--- config.mk ---
export PLATFORM = sky130hd
export DESIGN_NAME = line_unit_global_clock_irq_regs
export DESIGN_NICKNAME = d
export VERILOG_FILES = /design/src/line_unit_pkg.sv /design/src/clock_rate_decode.sv /design/src/line_unit_global_clock_irq_regs.sv
export SDC_FILE = /design/constraint.sdc
export NUM_CORES = 1
export LEC_CHECK = 0
export BUFFER_PORTS_ARGS = -buffer_cell sky130_fd_sc_hd__buf_2
export CAP_MARGIN = 0
export CORE_MARGIN = 2
export CORE_UTILIZATION = 35
export CTS_CLUSTER_SIZE = 16
export DETAILED_ROUTE_END_ITERATION = 12
export HOLD_SLACK_MARGIN = 0.15
export SYNTH_ARGS = -nofsm -noshare
export SYNTH_HDL_FRONTEND = slang
export SYNTH_SLANG_ARGS = --single-unit
--- constraint.sdc ---
create_clock -name core_clk -period 2.52 [get_ports core_clk]
set_input_delay 0.504 -clock core_clk [delete_from_list [all_inputs] [get_ports core_clk]]
set_output_delay 0.504 -clock core_clk [all_outputs]
set_load 0.01 [all_outputs]
--- src/line_unit_pkg.sv ---
package line_unit_pkg;

    // ****************************************
    // Register map
    // ****************************************
    localparam int ADDR_W = 16;
    localparam int DATA_W = 32;
    localparam logic [11:0] CLK_RATE_IDX = 12'hFE9;
    localparam logic [11:0] IRQ_STATUS_IDX = 12'hFEA;
    localparam logic [ADDR_W-1:0] CLK_RATE_ADDR = {2'h0, CLK_RATE_IDX, 2'h0};
    localparam logic [ADDR_W-1:0] IRQ_STATUS_ADDR = {2'h0, IRQ_STATUS_IDX, 2'h0};

    // ****************************************
    // Fields and reset values
    // ****************************************
    localparam int RATE_CODE_LSB = 0;
    localparam int RATE_CODE_W = 4;
    localparam int CHAN_COUNT = 4;
    localparam int REG_W = 8;
    localparam int KHZ_W = 16;
    localparam logic [RATE_CODE_W-1:0] RATE_CODE_RST = 4'hC;
    localparam logic [REG_W-1:0] CLK_RATE_RST = 8'h0C;
    localparam logic [REG_W-1:0] IRQ_STATUS_RST = 8'h00;

    // ****************************************
    // Bus responses
    // ****************************************
    localparam logic [1:0] RESP_OKAY = 2'h0;
    localparam logic [1:0] RESP_SLVERR = 2'h2;

    typedef struct packed {
        logic [1:0] resp;
        logic [DATA_W-1:0] data;
    } read_beat_type;

endpackage
--- src/clock_rate_decode.sv ---
`timescale 1ns/10ps
module clock_rate_decode (
    input wire logic [line_unit_pkg::RATE_CODE_W-1:0] rateCode,
    output logic [line_unit_pkg::KHZ_W-1:0] rateKhz
);

    // ****************************************
    // Master clock frequency in kHz per code
    // ****************************************
    always_comb begin
        case (rateCode)
            4'h0: rateKhz = 16'h0800;
            4'h1: rateKhz = 16'h0608;
            4'h2: rateKhz = 16'h0008;
            4'h3: rateKhz = 16'h0010;
            4'h4: rateKhz = 16'h0038;
            4'h5: rateKhz = 16'h0040;
            4'h6: rateKhz = 16'h0080;
            4'h7: rateKhz = 16'h0100;
            4'h8: rateKhz = 16'h1000;
            4'h9: rateKhz = 16'h0C10;
            4'hA: rateKhz = 16'h2000;
            4'hB: rateKhz = 16'h1820;
            4'hC: rateKhz = 16'h4000;
            4'hD: rateKhz = 16'h3040;
            4'hE: rateKhz = 16'h0800;
            default: rateKhz = 16'h0608;
        endcase
    end

endmodule // clock_rate_decode

--- src/line_unit_global_clock_irq_regs.sv ---
// The AXI4-Lite interface to the registers was left to the implementer.
`timescale 1ns/10ps
module line_unit_global_clock_irq_regs (
    input wire logic core_clk,
    input wire logic resetn,
    input wire logic [line_unit_pkg::ADDR_W-1:0] awaddr,
    input wire logic awvalid,
    output logic awready,
    input wire logic [line_unit_pkg::DATA_W-1:0] wdata,
    input wire logic [3:0] wstrb,
    input wire logic wvalid,
    output logic wready,
    output logic [1:0] bresp,
    output logic bvalid,
    input wire logic bready,
    input wire logic [line_unit_pkg::ADDR_W-1:0] araddr,
    input wire logic arvalid,
    output logic arready,
    output logic [line_unit_pkg::DATA_W-1:0] rdata,
    output logic [1:0] rresp,
    output logic rvalid,
    input wire logic rready,
    input wire logic [line_unit_pkg::CHAN_COUNT-1:0] chanIrqEvent,
    output logic [line_unit_pkg::RATE_CODE_W-1:0] inputClockRateCode,
    output logic [line_unit_pkg::KHZ_W-1:0] masterClockKhz
);

    logic awready_reg;
    logic wready_reg;
    logic bvalid_reg;
    logic [1:0] bresp_reg;
    logic arready_reg;
    logic rvalid_reg;
    line_unit_pkg::read_beat_type rbeat_reg;
    line_unit_pkg::read_beat_type rbeat_next;
    logic [line_unit_pkg::ADDR_W-1:0] awaddr_reg;
    logic [line_unit_pkg::DATA_W-1:0] wdata_reg;
    logic wlane0_reg;
    logic [line_unit_pkg::REG_W-1:0] clkRate_reg;
    logic [line_unit_pkg::CHAN_COUNT-1:0] irqFlag_reg;
    logic [line_unit_pkg::KHZ_W-1:0] khz_reg;
    logic [line_unit_pkg::KHZ_W-1:0] khz_next;
    logic writeFire;
    logic readFire;
    logic readStatus;

    assign awready = awready_reg;
    assign wready = wready_reg;
    assign bvalid = bvalid_reg;
    assign bresp = bresp_reg;
    assign arready = arready_reg;
    assign rvalid = rvalid_reg;
    assign rdata = rbeat_reg.data;
    assign rresp = rbeat_reg.resp;
    assign inputClockRateCode = clkRate_reg[line_unit_pkg::RATE_CODE_W-1:0];
    assign masterClockKhz = khz_reg;

    function automatic logic isMapped(input logic [line_unit_pkg::ADDR_W-1:0] addr);
        if (addr == line_unit_pkg::CLK_RATE_ADDR) begin
            isMapped = 1'b1;
        end else if (addr == line_unit_pkg::IRQ_STATUS_ADDR) begin
            isMapped = 1'b1;
        end else begin
            isMapped = 1'b0;
        end
    endfunction

    // ****************************************
    // Write channel
    // ****************************************
    assign writeFire = !awready_reg && !wready_reg && !bvalid_reg;

    always_ff @(posedge core_clk or negedge resetn) begin
        if (!resetn) begin
            awready_reg <= 1'b1;
            wready_reg <= 1'b1;
            bvalid_reg <= 1'b0;
            bresp_reg <= line_unit_pkg::RESP_OKAY;
            awaddr_reg <= 16'h0000;
            wdata_reg <= 32'h00000000;
            wlane0_reg <= 1'b0;
        end else begin
            if (awvalid && awready_reg) begin
                awready_reg <= 1'b0;
                awaddr_reg <= awaddr;
            end
            if (wvalid && wready_reg) begin
                wready_reg <= 1'b0;
                wdata_reg <= wdata;
                wlane0_reg <= wstrb[0];
            end
            if (writeFire) begin
                bvalid_reg <= 1'b1;
                bresp_reg <= isMapped(awaddr_reg) ? line_unit_pkg::RESP_OKAY
                                                  : line_unit_pkg::RESP_SLVERR;
            end
            if (bvalid_reg && bready) begin
                bvalid_reg <= 1'b0;
                awready_reg <= 1'b1;
                wready_reg <= 1'b1;
            end
        end
    end

    // ****************************************
    // Clock rate select register
    // ****************************************
    always_ff @(posedge core_clk or negedge resetn) begin
        if (!resetn) begin
            clkRate_reg <= line_unit_pkg::CLK_RATE_RST;
        end else if (writeFire && wlane0_reg && awaddr_reg == line_unit_pkg::CLK_RATE_ADDR) begin
            clkRate_reg <= wdata_reg[line_unit_pkg::REG_W-1:0];
        end
    end

    clock_rate_decode rateDecode (
        .rateCode(clkRate_reg[line_unit_pkg::RATE_CODE_W-1:0]),
        .rateKhz(khz_next)
    );

    always_ff @(posedge core_clk or negedge resetn) begin
        if (!resetn) begin
            khz_reg <= 16'h4000;
        end else begin
            khz_reg <= khz_next;
        end
    end

    // ****************************************
    // Read channel
    // ****************************************
    assign readFire = arvalid && arready_reg;
    assign readStatus = readFire && araddr == line_unit_pkg::IRQ_STATUS_ADDR;

    always_comb begin
        rbeat_next.resp = line_unit_pkg::RESP_OKAY;
        rbeat_next.data = 32'h00000000;
        if (araddr == line_unit_pkg::CLK_RATE_ADDR) begin
            rbeat_next.data[line_unit_pkg::REG_W-1:0] = clkRate_reg;
        end else if (araddr == line_unit_pkg::IRQ_STATUS_ADDR) begin
            rbeat_next.data[line_unit_pkg::CHAN_COUNT-1:0] = irqFlag_reg;
        end else begin
            rbeat_next.resp = line_unit_pkg::RESP_SLVERR;
        end
    end

    always_ff @(posedge core_clk or negedge resetn) begin
        if (!resetn) begin
            arready_reg <= 1'b1;
            rvalid_reg <= 1'b0;
            rbeat_reg <= '0;
        end else if (readFire) begin
            arready_reg <= 1'b0;
            rvalid_reg <= 1'b1;
            rbeat_reg <= rbeat_next;
        end else if (rvalid_reg && rready) begin
            rvalid_reg <= 1'b0;
            arready_reg <= 1'b1;
        end
    end

    // ****************************************
    // Channel interrupt flags
    // ****************************************
    genvar ch;
    generate
        for (ch = 0; ch < line_unit_pkg::CHAN_COUNT; ch++) begin : gFlag
            always_ff @(posedge core_clk or negedge resetn) begin
                if (!resetn) begin
                    irqFlag_reg[ch] <= 1'b0;
                end else if (chanIrqEvent[ch]) begin
                    irqFlag_reg[ch] <= 1'b1;
                end else if (readStatus) begin
                    irqFlag_reg[ch] <= 1'b0;
                end
            end
        end
    endgenerate

    // ****************************************
    // Assertions
    // ****************************************
    a_rate_repeat: assert property (@(posedge core_clk) disable iff (!resetn)
        clkRate_reg[3:0] == 4'hE |=> masterClockKhz == 16'h0800)
        else $error("Code 1110 did not give 2.048 MHz");

    a_flag_sets: assert property (@(posedge core_clk) disable iff (!resetn)
        chanIrqEvent[0] |=> irqFlag_reg[0])
        else $error("Channel 0 event did not set its flag");

    a_flag_holds: assert property (@(posedge core_clk) disable iff (!resetn)
        irqFlag_reg[1] && !readStatus |=> irqFlag_reg[1])
        else $error("Channel 1 flag dropped without a read");

    a_read_reports: assert property (@(posedge core_clk) disable iff (!resetn)
        readStatus |=> rdata[3:0] == $past(irqFlag_reg) && rvalid)
        else $error("Status read did not return the flags");

    a_read_clears: assert property (@(posedge core_clk) disable iff (!resetn)
        readStatus && chanIrqEvent == 4'h0 |=> irqFlag_reg == 4'h0)
        else $error("Status read did not clear the flags");

    a_reserved_zero: assert property (@(posedge core_clk) disable iff (!resetn)
        readStatus |=> rdata[31:4] == 28'h0000000)
        else $error("Reserved status bits not zero");

    a_reset_code: assert property (@(posedge core_clk)
        !$past(resetn) && resetn |-> clkRate_reg == 8'h0C)
        else $error("Rate register not at reset value");

    c_status_read: cover property (@(posedge core_clk) disable iff (!resetn)
        readStatus && irqFlag_reg != 4'h0);
    c_event_on_clear: cover property (@(posedge core_clk) disable iff (!resetn)
        readStatus && chanIrqEvent != 4'h0);
    c_rate_write: cover property (@(posedge core_clk) disable iff (!resetn)
        writeFire && awaddr_reg == line_unit_pkg::CLK_RATE_ADDR);

endmodule // line_unit_global_clock_irq_regs

* After elaboration in Yosys (flattened, before gate mapping)
Memories as Yosys holds them, arrays and structs flattened. A register that Yosys moved wholly into a read port is not among the register bits.
Cells that the tools add are included.
** Cells by class
- Multiplexer cells :: 24
- Eq/ne operators :: 4
- Reductions and logical operators :: 22
** Operators with widths (count)
- 16-bit by 14-bit equality test with 1-bit output, second input constant :: 4
- 1-bit two-way mux :: 18
- 2-bit nonzero test :: 8
- 4-bit two-way mux :: 3
- 1-bit logical AND :: 10
- 2-bit two-way mux :: 3
- 1-bit logical NOT :: 4
** Storage, ports and cells
- Input bits :: 79
- Bits in read-only memories :: 192
- Register bits :: 70
- Memories kept :: 1
- Output and inout port bits :: 61
** Memories
- (no name shown) :: depth 16, bits a word 12, rd ports 1, clocked after memory_dff 1, write ports 0, line clock_rate_decode.sv:11 : case (rateCode)

* Longest topological paths before layout
Gate-level depths: netlist (run 1).
- Depth in word-level cells :: 5
- Depth in mapped cells :: 5
- Mapped depth without buffers :: 5

* Modules after synthesis
From an unflattened synthesis (run 1), not the netlist that was laid out.
** Unflattened totals
- Cells, all modules :: 236
- Area, all modules :: 3084.2 µm²
** Modules (own cells, without submodules)
- line_unit_global_clock_irq_regs :: cells an instance 196, times used 1, seq. area each 1709.1 µm², area each 2752.6 µm²
- clock_rate_decode :: cells an instance 40, times used 1, seq. area each 0.0 µm², area each 331.6 µm²

* Worst setup path after synthesis (run 1)
No wires, ideal clock.
- Path kind :: register -> register
- Start point :: reg bvalid_reg, in the netlist bvalid
- End point :: reg clkRate_reg[0] (netlist bit)
- Stages on the path, launching flop included :: 6
- Library setup time :: 125 ps
- Data required time :: 2395 ps
- Period minus slack after synthesis :: 1837 ps
- Slack :: 683 ps
- Data arrival time :: 1712 ps
- Buffers on the path :: 1
- Path through :: dfrtp_1 > nor3_1 > nand4b_1 > or4_1 > buf_6 > mux2_4
** Between the ends
- Cells in the longest elaborated chain, start to end :: 4
** RTL lines
- start, declared :: line line_unit_global_clock_irq_regs.sv:30 : logic bvalid_reg;
- start signal, assigned :: line line_unit_global_clock_irq_regs.sv:77 : bvalid_reg <= 1'b0;
- start signal, assigned :: line line_unit_global_clock_irq_regs.sv:93 : bvalid_reg <= 1'b1;
- start signal, assigned :: line line_unit_global_clock_irq_regs.sv:98 : bvalid_reg <= 1'b0;
- 1-bit logical NOT :: line line_unit_global_clock_irq_regs.sv:71 : assign writeFire = !awready_reg && !wready_reg && !bvalid_reg;
- 1-bit logical AND :: line line_unit_global_clock_irq_regs.sv:71
- 1-bit logical AND (2 in series) :: line line_unit_global_clock_irq_regs.sv:111 : end else if (writeFire && wlane0_reg && awaddr_reg == line_unit_pkg::CLK_RATE_ADDR) begin
- end signal, assigned :: line line_unit_global_clock_irq_regs.sv:110 : clkRate_reg <= line_unit_pkg::CLK_RATE_RST;
- end signal, assigned :: line line_unit_global_clock_irq_regs.sv:112 : clkRate_reg <= wdata_reg[line_unit_pkg::REG_W-1:0];
- end, declared :: line line_unit_global_clock_irq_regs.sv:39 : logic [line_unit_pkg::REG_W-1:0] clkRate_reg;
Every way passes these cells.
A chain may end at the register's enable or synchronous reset.

* Final worst setup path (run 1)
- Start point :: reg bvalid_reg, in the netlist bvalid
- End point :: reg clkRate_reg[5] (netlist bit)
Same word-level chain as after synthesis.

==> results of run 1 <==
## power groups by stage
stage	clock, mW	sequential [mW]	combinational [mW]
after global placement	0	1.43	0.491
after global routing	1.09	1.44	0.550
after CTS	1.04	1.42	0.508
after detailed placement	0	1.44	0.507
after floorplan	0	1.42	0.379
final	1.00	1.42	0.496
## layout by cell type, fill, tap and decap left out, types with 3 or more instances in the layout
cell       n
a21oi_1    7
nor2b_1    3
nand2_1   17
dfstp_2    6
mux2_4     8
inv_1      8
nor4_1     3
o21ai_0   12
and3_1     3
ha_1       4
a21o_1     5
nand4b_1   6
buf_2     82
dfrtp_1   58
a22oi_1    4
conb_1    30
clkbuf_8  12
mux2_2    25
a22o_1     4
## stage by stage
step	worst slack, ns	utilization (%)	cells	hold WS [ns]	area (um^2)
2_1_floorplan	0.683	-	262	0.208	3010
3_3_place_gp	0.359	40.4	411	0.459	3290
3_5_place_dp	0.313	40.4	411	0.467	3290
4_1_cts	0.290	43.3	427	0.188	3520
5_1_grt	0.210	43.3	427	0.195	3520
6_report	0.319	43.3	427	0.176	3520
## metal layers
layer	vias up	track usage [%]	part of all wire, %
met2	82	17.7	45
met5	-	0	0
met1	875	15.2	45
met3	8	4.07	9.1
li1	918	-	-
met4	0	5.43	1.4
## final cells by class
| class | instances | area, um^2 | area share [%] |
|---|---|---|---|
| multi-input combinational | 151 | 1090 | 30.9 |
| clock inverter | 2 | 60.1 | 1.71 |
| sequential | 64 | 1610 | 45.7 |
| inverter | 8 | 30.0 | 0.853 |
| tap | 105 | 131 | 3.73 |
| clock buffer | 14 | 173 | 4.91 |
| timing repair buffer | 83 | 430 | 12.2 |
## final timing paths
check / slack, ns / cells past startpoint / startpoint / to
max reg2reg: 0.32 / 4 / bvalid / clkRate_reg[5]
max: 0.32 / 4 / bvalid / clkRate_reg[5]
min in group core_clk: 0.33 / 2 / wvalid / wready
min: 0.18 / 2 / resetn / awaddr_reg[14]
min reg2reg: 0.48 / 2 / rdata[0] / rdata[0]
max in group asynchronous: 2.03 / 2 / resetn / masterClockKhz[14]
## cells by family after synthesis
group / share of synthesized area [%]
AO/OA/AOI/OAI: 7.21
XOR/XNOR: 0.302
adder cells (fa/ha/maj): 1.73
buffers and inverters: 10.8
flip-flops: 55.5
multiplexers: 14.6
other: 0.129
AND/OR/NAND/NOR: 9.80
## worst max-delay path: cells and delay by family, from the launching register on
family	cells	cell delay [ns]
and+or+nand+nor	3	1.28
muxes	1	0.39
DFF	1	0.41
==> summary.txt, run 1 <==
Global route
  – First-pass GRT wire length: 8020 um
  – Grt total ovfl: 0
  – Vias in the first global route: 1704
  – Tot GR Track Use: 11.8%
  – Largest net degree at the start of global routing: 65
  – Initial antenna violation count: 0

Power
  – Sequential power share: 48.5%
  – Combinational group share of total power: 17.0%
  – Net Sw Power: 708 uW
  – P per Cell Area: 829 nW/um^2
  – Leak Pwr: 1.77 nW
  – Int Pwr: 2.21 mW
  – VDD IR max: 0.491 mV
  – Clock Power Share: 34.4%
  – Total power: 2.92 mW
  – Net Sw Frac: 24.3%

Cells and area
  – Post-layout net count: 400
  – Max reg flops: 16
  – Layout cell share with drive strength beyond 1: 42.9%
  – Final-layout fill cell count: 783
  – Area growth syn-to-layout: 21.5%
  – # diodes: 0

Routing
  – Total Wirelength: 5240 um
  – Routed len/inst: 12.3 um
  – Total number of vias: 1883
  – Vias per cell: 4.41
  – # DRC: 0
  – DRT antenna net count: 0
  – First-pass DRT Iterations: 4
  – Initial DRC Count: 44

Synthesis
  – Synth Flop Type: dfrtp_1
  – Seq/Total Area, Yosys: 55.5%
  – Post-synth cell types: 35
  – Post-Synthesis Cells: 233
  – Post-synth EDFFs: 0
  – Synth Warn #: 0
  – Yosys top cell area share: 50.1%
  – Area contributors post-synth: dfrtp_1 50%, mux2_2 9.7%, buf_4 8.8%, dfstp_2 5.4%, mux2_4 4.1%
  – Synthesized area: 2900 um^2
  – Synth area leader: dfrtp_1
  – Most common cell in the synthesized netlist: dfrtp_1
  – #FFs+latches synth: 64
  – Syn_area_per_cell: 12.4 um^2
  – Async set or reset register ratio after synthesis: 100%
  – List of most frequent post-synthesis cells: 58 x dfrtp_1, 34 x buf_4, 25 x mux2_2, 17 x nand2_1, 12 x o21ai_0

STA
  – Rel. slew slack: 55.2%
  – Slew @ Worst Pin: 0.671 ns
  – Final Hold Viols: 0
  – Tmin final: 2.20 ns
  – Final Cycle Share: 87.3%
  – Max Freq: 0.454 GHz
  – RSZ-0062 raised after global routing: no
  – Final setup skew: 0.00582 ns
  – Final setup viols: 0
  – Setup TNS: 0 ns
  – Slew Viols, Final: 0

Setup path
  – Worst Path Arrival: 2.41 ns
  – Critical path class: reg2reg
  – Critical path data required time: 2.73 ns
  – CP Cell Sequence: nor3_1 -> nand4b_1 -> or4_1 -> mux2_4
  – CP Launch Type: register
  – Crit Path Max Fanout: 8
  – Slowest Stage Delay on Critical Path: 0.70 ns
  – Crit path capture type: register
  – Critical-path top delay cell: or4_1

Clock tree
  – Total clock sinks: 64
  – TritonCTS clock tree: yes
  – CTS Buf Count: 9
  – CTS max path bufs: 2
  – Post-cts hold buffer count: 0
  – Htree depth: 3
  – Clock Latency Late Sink: 0.33 ns
  – Number of setup buffers added after CTS: 0
  – Post_cts resized: 0
  – Clock Tree Root: clkbuf_8
  – Reg clk slew, reported paths: 0.07 ns

Die
  – Cell Rows: 33
  – Die Ht: 95.0 um
  – CORE AREA: 8130 um^2
  – IO Count: 140
  – Die area: 9020 um^2
  – Starting density of the core: 35.6%
  – Die Wd: 95.0 um

Placed design
  – Final RePlAce weighted congestion: 0.721
  – DP HPWL: 3890 um
  – PortBufs: 82

Min path
  – Min-Delay Path Class: in2async

Run status
  – Status: finished clean

Job
  – Max Cap Viol: 0
No activity file was read; power rests on OpenSTA's default activity.
==> run 2: changes to the inputs <==
--- a/config.mk
+++ b/config.mk
@@ -14,4 +14,5 @@
 export HOLD_SLACK_MARGIN = 0.15
 export SYNTH_ARGS = -nofsm -noshare
 export SYNTH_HDL_FRONTEND = slang
+export SYNTH_HIERARCHICAL = 1
 export SYNTH_SLANG_ARGS = --single-unit
==> summary.txt, run 2 <==
Synthesis
  – #FFs+latches synth: 68
  – Seq/Total Area, Yosys: 55.4%
  – Compound-cell area share of the yosys netlist: 6.45%
  – Largest family of logic cells by synthesized area: multiplexers
  – Yosys top cell area share: 50.3%
  – XOR/XNOR Fraction of Synth Area: 0.284%
  – Synth area leader: dfrtp_1
  – Async set or reset register ratio after synthesis: 100%
  – Synthesized area: 3080 um^2
  – Synth Flop Type: dfrtp_1
  – Fraction of the mapped netlist area in adder cells: 3.25%
  – Most common cell in the synthesized netlist: dfrtp_1
  – Post-synthesis mux area share: 15.7%
  – Post-Synthesis Cells: 236
  – Simple-gate share of the synthesized area: 8.76%
  – List of most frequent post-synthesis cells: 62 x dfrtp_1, 34 x buf_4, 33 x mux2_2, 12 x nand2_1, 9 x mux2i_1
  – Post-synth cell types: 48
  – Synth Warn #: 6
  – Syn_area_per_cell: 13.1 um^2
  – Post-synth EDFFs: 0
  – Area contributors post-synth: dfrtp_1 50%, mux2_2 12%, buf_4 8.3%, dfstp_2 5.1%, ha_1 3.2%

Cells and area
  – Layout cell share with drive strength beyond 1: 45.3%
  – Commonest non-fill, non-tap cell in the layout: buf_2
  – Final-layout fill cell count: 852
  – Multi-input gate area: 1170 um^2
  – Post-layout util: 43.2%
  – Storage cell area: 1710 um^2
  – # diodes: 0
  – Cell area after layout: 3730 um^2
  – Post-layout net count: 415
  – Area growth syn-to-layout: 21.1%
  – Most frequent cells in the layout: 86 x buf_2, 62 x dfrtp_1, 33 x mux2_2, 30 x conb_1, 12 x nand2_1

STA
  – Setup TNS: 0 ns
  – Rel. slew slack: 58.9%
  – Slew Viols, Final: 0
  – Tmin final: 1.92 ns
  – Max Freq: 0.522 GHz
  – RSZ-0062 raised after global routing: no
  – Slew @ Worst Pin: 0.615 ns
  – Final setup skew: 0.00539 ns
  – WHS: 0.321 ns
  – Final Hold Viols: 0
  – Final Cycle Share: 76.1%
  – Final setup viols: 0

Power
  – VDD IR max: 0.538 mV
  – Int Pwr: 2.22 mW
  – Combinational group share of total power: 17.0%
  – Sequential power share: 49.9%
  – Net Sw Power: 740 uW
  – Net Sw Frac: 25.0%
  – P per Cell Area: 793 nW/um^2
  – Total power: 2.96 mW
  – Clock Power Share: 33.1%
  – Leak Pwr: 1.88 nW

Setup path
  – Family with the most delay on the worst path: simple AND/OR/NAND/NOR gates
  – CP Launch Type: input port
  – Worst path bufs/invs: 1
  – Flop2flop setup slack: 0.72 ns
  – Critical path class: in2reg
  – Slowest Stage Delay on Critical Path: 0.54 ns
  – Crit path capture type: register
  – Critical path data required time: 2.74 ns
  – Worst Path Arrival: 2.14 ns
  – Critical-path top delay cell: or4b_4
  – CP Cell Sequence: buf_2 -> or4b_4 -> or4_4 -> o21ba_4 -> a31o_1
  – Crit Path Max Fanout: 4

Global route
  – Tot GR Track Use: 12.1%
  – First-pass GRT wire length: 9250 um
  – Largest net degree at the start of global routing: 27
  – Grt total ovfl: 0
  – Initial antenna violation count: 0
  – Vias in the first global route: 2007

Placed design
  – Final RePlAce weighted congestion: 0.730
  – PortBufs: 86
  – Dpl cell area: 3510 um^2
  – DP HPWL: 4210 um

Die
  – Die Ht: 97.9 um
  – Die area: 9580 um^2
  – Die Wd: 97.9 um
  – CORE AREA: 8640 um^2
  – Cell Rows: 34
  – Starting density of the core: 35.7%
  – IO Count: 140

Clock tree
  – TritonCTS clock tree: yes
  – Clock Latency Late Sink: 0.33 ns
  – Total clock sinks: 68
  – Number of setup buffers added after CTS: 0
  – Post_cts resized: 0
  – CTS max path bufs: 2
  – CTS Buf Count: 9
  – Htree depth: 3
  – Reg clk slew, reported paths: 0.07 ns
  – Clock Tree Root: clkbuf_8

Routing
  – Total number of vias: 1991
  – First-pass DRT Iterations: 4
  – Initial DRC Count: 38
  – # DRC: 0
  – Vias per cell: 4.51
  – Routed len/inst: 12.7 um
  – DRT antenna net count: 0
  – Total Wirelength: 5590 um

Job
  – Max Cap Viol: 0

Min path
  – Min-Delay Path Class: in2reg

Run status
  – Status: finished clean
==> run 2: cell types whose count changed after synthesis, sizes merged, moves of 4 or more <==
cell and change:
a21oi -6, a22oi -4, dfrtp +4, ha +4, mux2i +7, nand2 -5, nand4b -6, o21ai -6
==> run 2: logic make-up (layout without fill, tap and decap cells) <==
kind of cell               Yosys count  after routing
buffers and inverters               45            114
other                                2             30
adders and majority gates            8              8
and+or+nand+nor                     42             42
AOI/OAI and AO/OA                   26             26
xor gates and xnor gates             1              1
muxes                               44             44
DFF                                 68             68
==> run 2: area by class of cell <==
type / count / share of cell area [%]
repair buffers: 91 / 12.6
clock inverters: 4 / 1.94
multi-input cells: 151 / 31.5
flip-flops and latches: 68 / 45.8
well taps: 108 / 3.62
inverters: 7 / 0.704
clock buffers: 12 / 3.89
==> run 2: routing by layer <==
metal | global-route usage (%) | vias to the layer above | share of wire [%]
li1 | - | 941 | -
met1 | 15.5 | 953 | 44
met2 | 18.2 | 87 | 44
met3 | 4.37 | 10 | 9.7
met4 | 6.09 | 0 | 1.9
met5 | 0 | - | 0
==> run 2: power groups by stage <==
stage	sequential, mW	clock [mW]	combinational (mW)
floorplan	1.48	0	0.373
global placement	1.49	0	0.495
detailed placement	1.50	0	0.514
CTS	1.48	1.02	0.515
global route	1.52	1.07	0.566
finish	1.48	0.980	0.504
==> run 2: worst paths after layout <==
check / from / end / cells past startpoint
max: araddr[1] / rdata[0] / 5
min: awvalid / awready / 2
max reg2reg: bvalid / clkRate_reg[5] / 4
min reg2reg: irqFlag_reg[2] / irqFlag_reg[2] / 1
max in group asynchronous: resetn / arready / 3
min in group asynchronous: resetn / wdata_reg[5] / 2
==> run 2: per-stage QoR <==
step	std cells	setup slack (ns)
5_1_grt	441	0.506
2_1_floorplan	264	0.409
3_5_place_dp	424	0.257
3_3_place_gp	424	0.267
6_report	441	0.603
4_1_cts	441	0.617
==> run 2: repair_timing <==
| action | 4_1_cts | 5_1_grt |
|---|---|---|
| endpoints found under the setup margin | 0 | 0 |
| endpoints found under the hold margin | 14 | 0 |
| hold buffers | 1 | 0 |
==> run 3: changes to the inputs <==
==> constraint.sdc (replaced) <==
create_clock -name core_clk -period 1.7 [get_ports core_clk]
set_input_delay 0.34 -clock core_clk [delete_from_list [all_inputs] [get_ports core_clk]]
set_output_delay 0.34 -clock core_clk [all_outputs]
set_load 0.01 [all_outputs]
==> summary.txt, run 3 (synthesis results as in run 2) <==
Run status
  – Status: finished clean

STA
  – Rel. slew slack: 59.1%
  – Final Hold Viols: 0
  – Final Cycle Share: 97.2%
  – Final setup skew: 0.00638 ns
  – Tmin final: 1.65 ns
  – Slew Viols, Final: 0
  – RSZ-0062 raised after global routing: no
  – Max Freq: 0.605 GHz
  – WHS: 0.176 ns
  – Slew @ Worst Pin: 0.614 ns
  – PnR worst setup slack: 0.0482 ns
  – Final setup viols: 0

Cells and area
  – Area growth syn-to-layout: 26.5%
  – Post-layout net count: 429
  – Finished Layout Cells: 455
  – Layout cell share with drive strength beyond 1: 47.8%
  – Commonest non-fill, non-tap cell in the layout: buf_2
  – Most frequent cells in the layout: 86 x buf_2, 62 x dfrtp_1, 33 x mux2_2, 30 x conb_1, 13 x buf_4
  – Storage cell area: 1710 um^2
  – Cell area after layout: 3900 um^2
  – Multi-input gate area: 1190 um^2
  – Final-layout fill cell count: 826
  – # diodes: 0

Die
  – CORE AREA: 8640 um^2
  – Cell Rows: 34
  – Starting density of the core: 35.7%
  – IO Count: 140
  – Die area: 9580 um^2
  – Die Wd: 97.9 um
  – Die Ht: 97.9 um

Placed design
  – Final RePlAce weighted congestion: 0.751
  – DP Worst Slack: -0.331 ns
  – DP HPWL: 4310 um
  – Post-placement cell count: 436
  – PortBufs: 86
  – Dpl cell area: 3630 um^2

Setup path
  – Critical-path top delay cell: or4b_4
  – Worst path bufs/invs: 1
  – Crit Path Max Fanout: 4
  – Critical path data required time: 1.92 ns
  – CP Launch Point: araddr[1]
  – Flop2flop setup slack: 0.15 ns
  – Register-to-Register Path Depth: 5
  – CP Launch Type: input port
  – Worst Path Arrival: 1.88 ns
  – Slowest Stage Delay on Critical Path: 0.54 ns
  – Crit path capture type: register
  – R2r endpoint: clkRate_reg[4]
  – Family with the most delay on the worst path: simple AND/OR/NAND/NOR gates
  – CP Cell Sequence: buf_2 -> or4b_4 -> or4_4 -> o21ba_4 -> a31o_1
  – R2r startpoint: bvalid
  – Critical path class: in2reg

Min path
  – Min-Delay Path Class: in2reg
  – Critical hold path startpoint: arvalid
  – Hold path cells: 2
  – Min-Delay Endpoint: arready

Global route
  – Vias in the first global route: 2082
  – M2 GR Usage: 19.8%
  – GR Layer Usage met3: 4.29%
  – First-pass GRT wire length: 9400 um
  – Grt total ovfl: 0
  – GRT met1 Usage: 14.7%
  – Busiest layer in global routing: met2
  – Initial antenna violation count: 0
  – Largest net degree at the start of global routing: 24
  – Tot GR Track Use: 12.2%

Routing
  – Routed len/inst: 12.3 um
  – # DRC: 0
  – Initial DRC Count: 32
  – Total Wirelength: 5590 um
  – Vias per cell: 4.45
  – Total number of vias: 2023
  – First-pass DRT Iterations: 4
  – DRT antenna net count: 0

Clock tree
  – Number of setup buffers added after CTS: 0
  – CTS max path bufs: 2
  – Reg clk slew, reported paths: 0.07 ns
  – TritonCTS clock tree: yes
  – Total clock sinks: 68
  – Clock Tree Root: clkbuf_8
  – Htree depth: 3
  – CTS Buf Count: 9
  – Clock Latency Late Sink: 0.33 ns

Power
  – VDD IR max: 0.703 mV
  – Leak Pwr: 1.98 nW
  – P per Cell Area: 1140 nW/um^2
  – Total power: 4.44 mW

Job
  – Max Cap Viol: 0
-- run 3: changes by cell type in the layout (fill, tap and decap cells not counted) --
cell / change
buf_12: +3
nor3_4: +1
dlygate4sd3_1: +2
o41ai_1: -1
clkbuf_1: -2
buf_4: +9
o41ai_2: +1
nor3_2: -1
clkinvlp_4: +2
-- run 3: area by class of cell --
class / instances / share of cell area (%)
timing repair buffer: 105 / 15.8
tap: 108 / 3.46
inverter: 7 / 0.673
clock buffer: 10 / 3.53
multi-input combinational: 151 / 30.5
clock inverter: 6 / 2.24
sequential: 68 / 43.8
-- run 3: per-layer routing --
layer	wire length, um	vias up
met1	2380	959
met4	84	0
met2	2600	90
met5	0	-
li1	-	963
met3	528	11
-- run 3: worst max path at each step --
| stage | endpoint | slack (ns) | cells past startpoint |
|---|---|---|---|
| 2_1_floorplan | rdata[0] | -0.13 | 4 |
| 3_3_place_gp | rdata[4] | -0.30 | 5 |
| 3_5_place_dp | rdata[4] | -0.33 | 5 |
| 4_1_cts | rdata[4] | 0.03 | 5 |
| 5_1_grt | clkRate_reg[4] | 0.02 | 5 |
| 6_report | rdata[0] | 0.05 | 5 |
-- run 3: worst reg2reg max path, cell delays in order, from the launching register on --
cell and delay [ns]:
dfrtp_1 0.41, nor3_1 0.25, and4b_1 0.23, nand4_1 0.07
buf_4 0.20, mux2_2 0.28
-- run 3: power by group --
part	switching (mW)	total, mW	internal, mW
Clock	0.607	1.47	0.862
Sequential	0.193	2.19	1.99
Combinational	0.318	0.783	0.465
Total	1.12	4.44	3.32
-- run 3: repair_timing --
| item | 4_1_cts | 5_1_grt |
|---|---|---|
| endpoints found under the setup margin | 0 | 4 |
| hold buffers | 3 | 0 |
| endpoints found under the hold margin | 15 | 0 |
| resized for setup | 0 | 2 |
-- run 3: per-stage QoR --
step | setup TNS, ns | util [%]
2_1_floorplan | -0.732 | -
3_3_place_gp | -2.82 | 42.1
3_5_place_dp | -2.97 | 42.1
4_1_cts | 0 | 45.0
5_1_grt | 0 | 45.2
6_report | 0 | 45.2
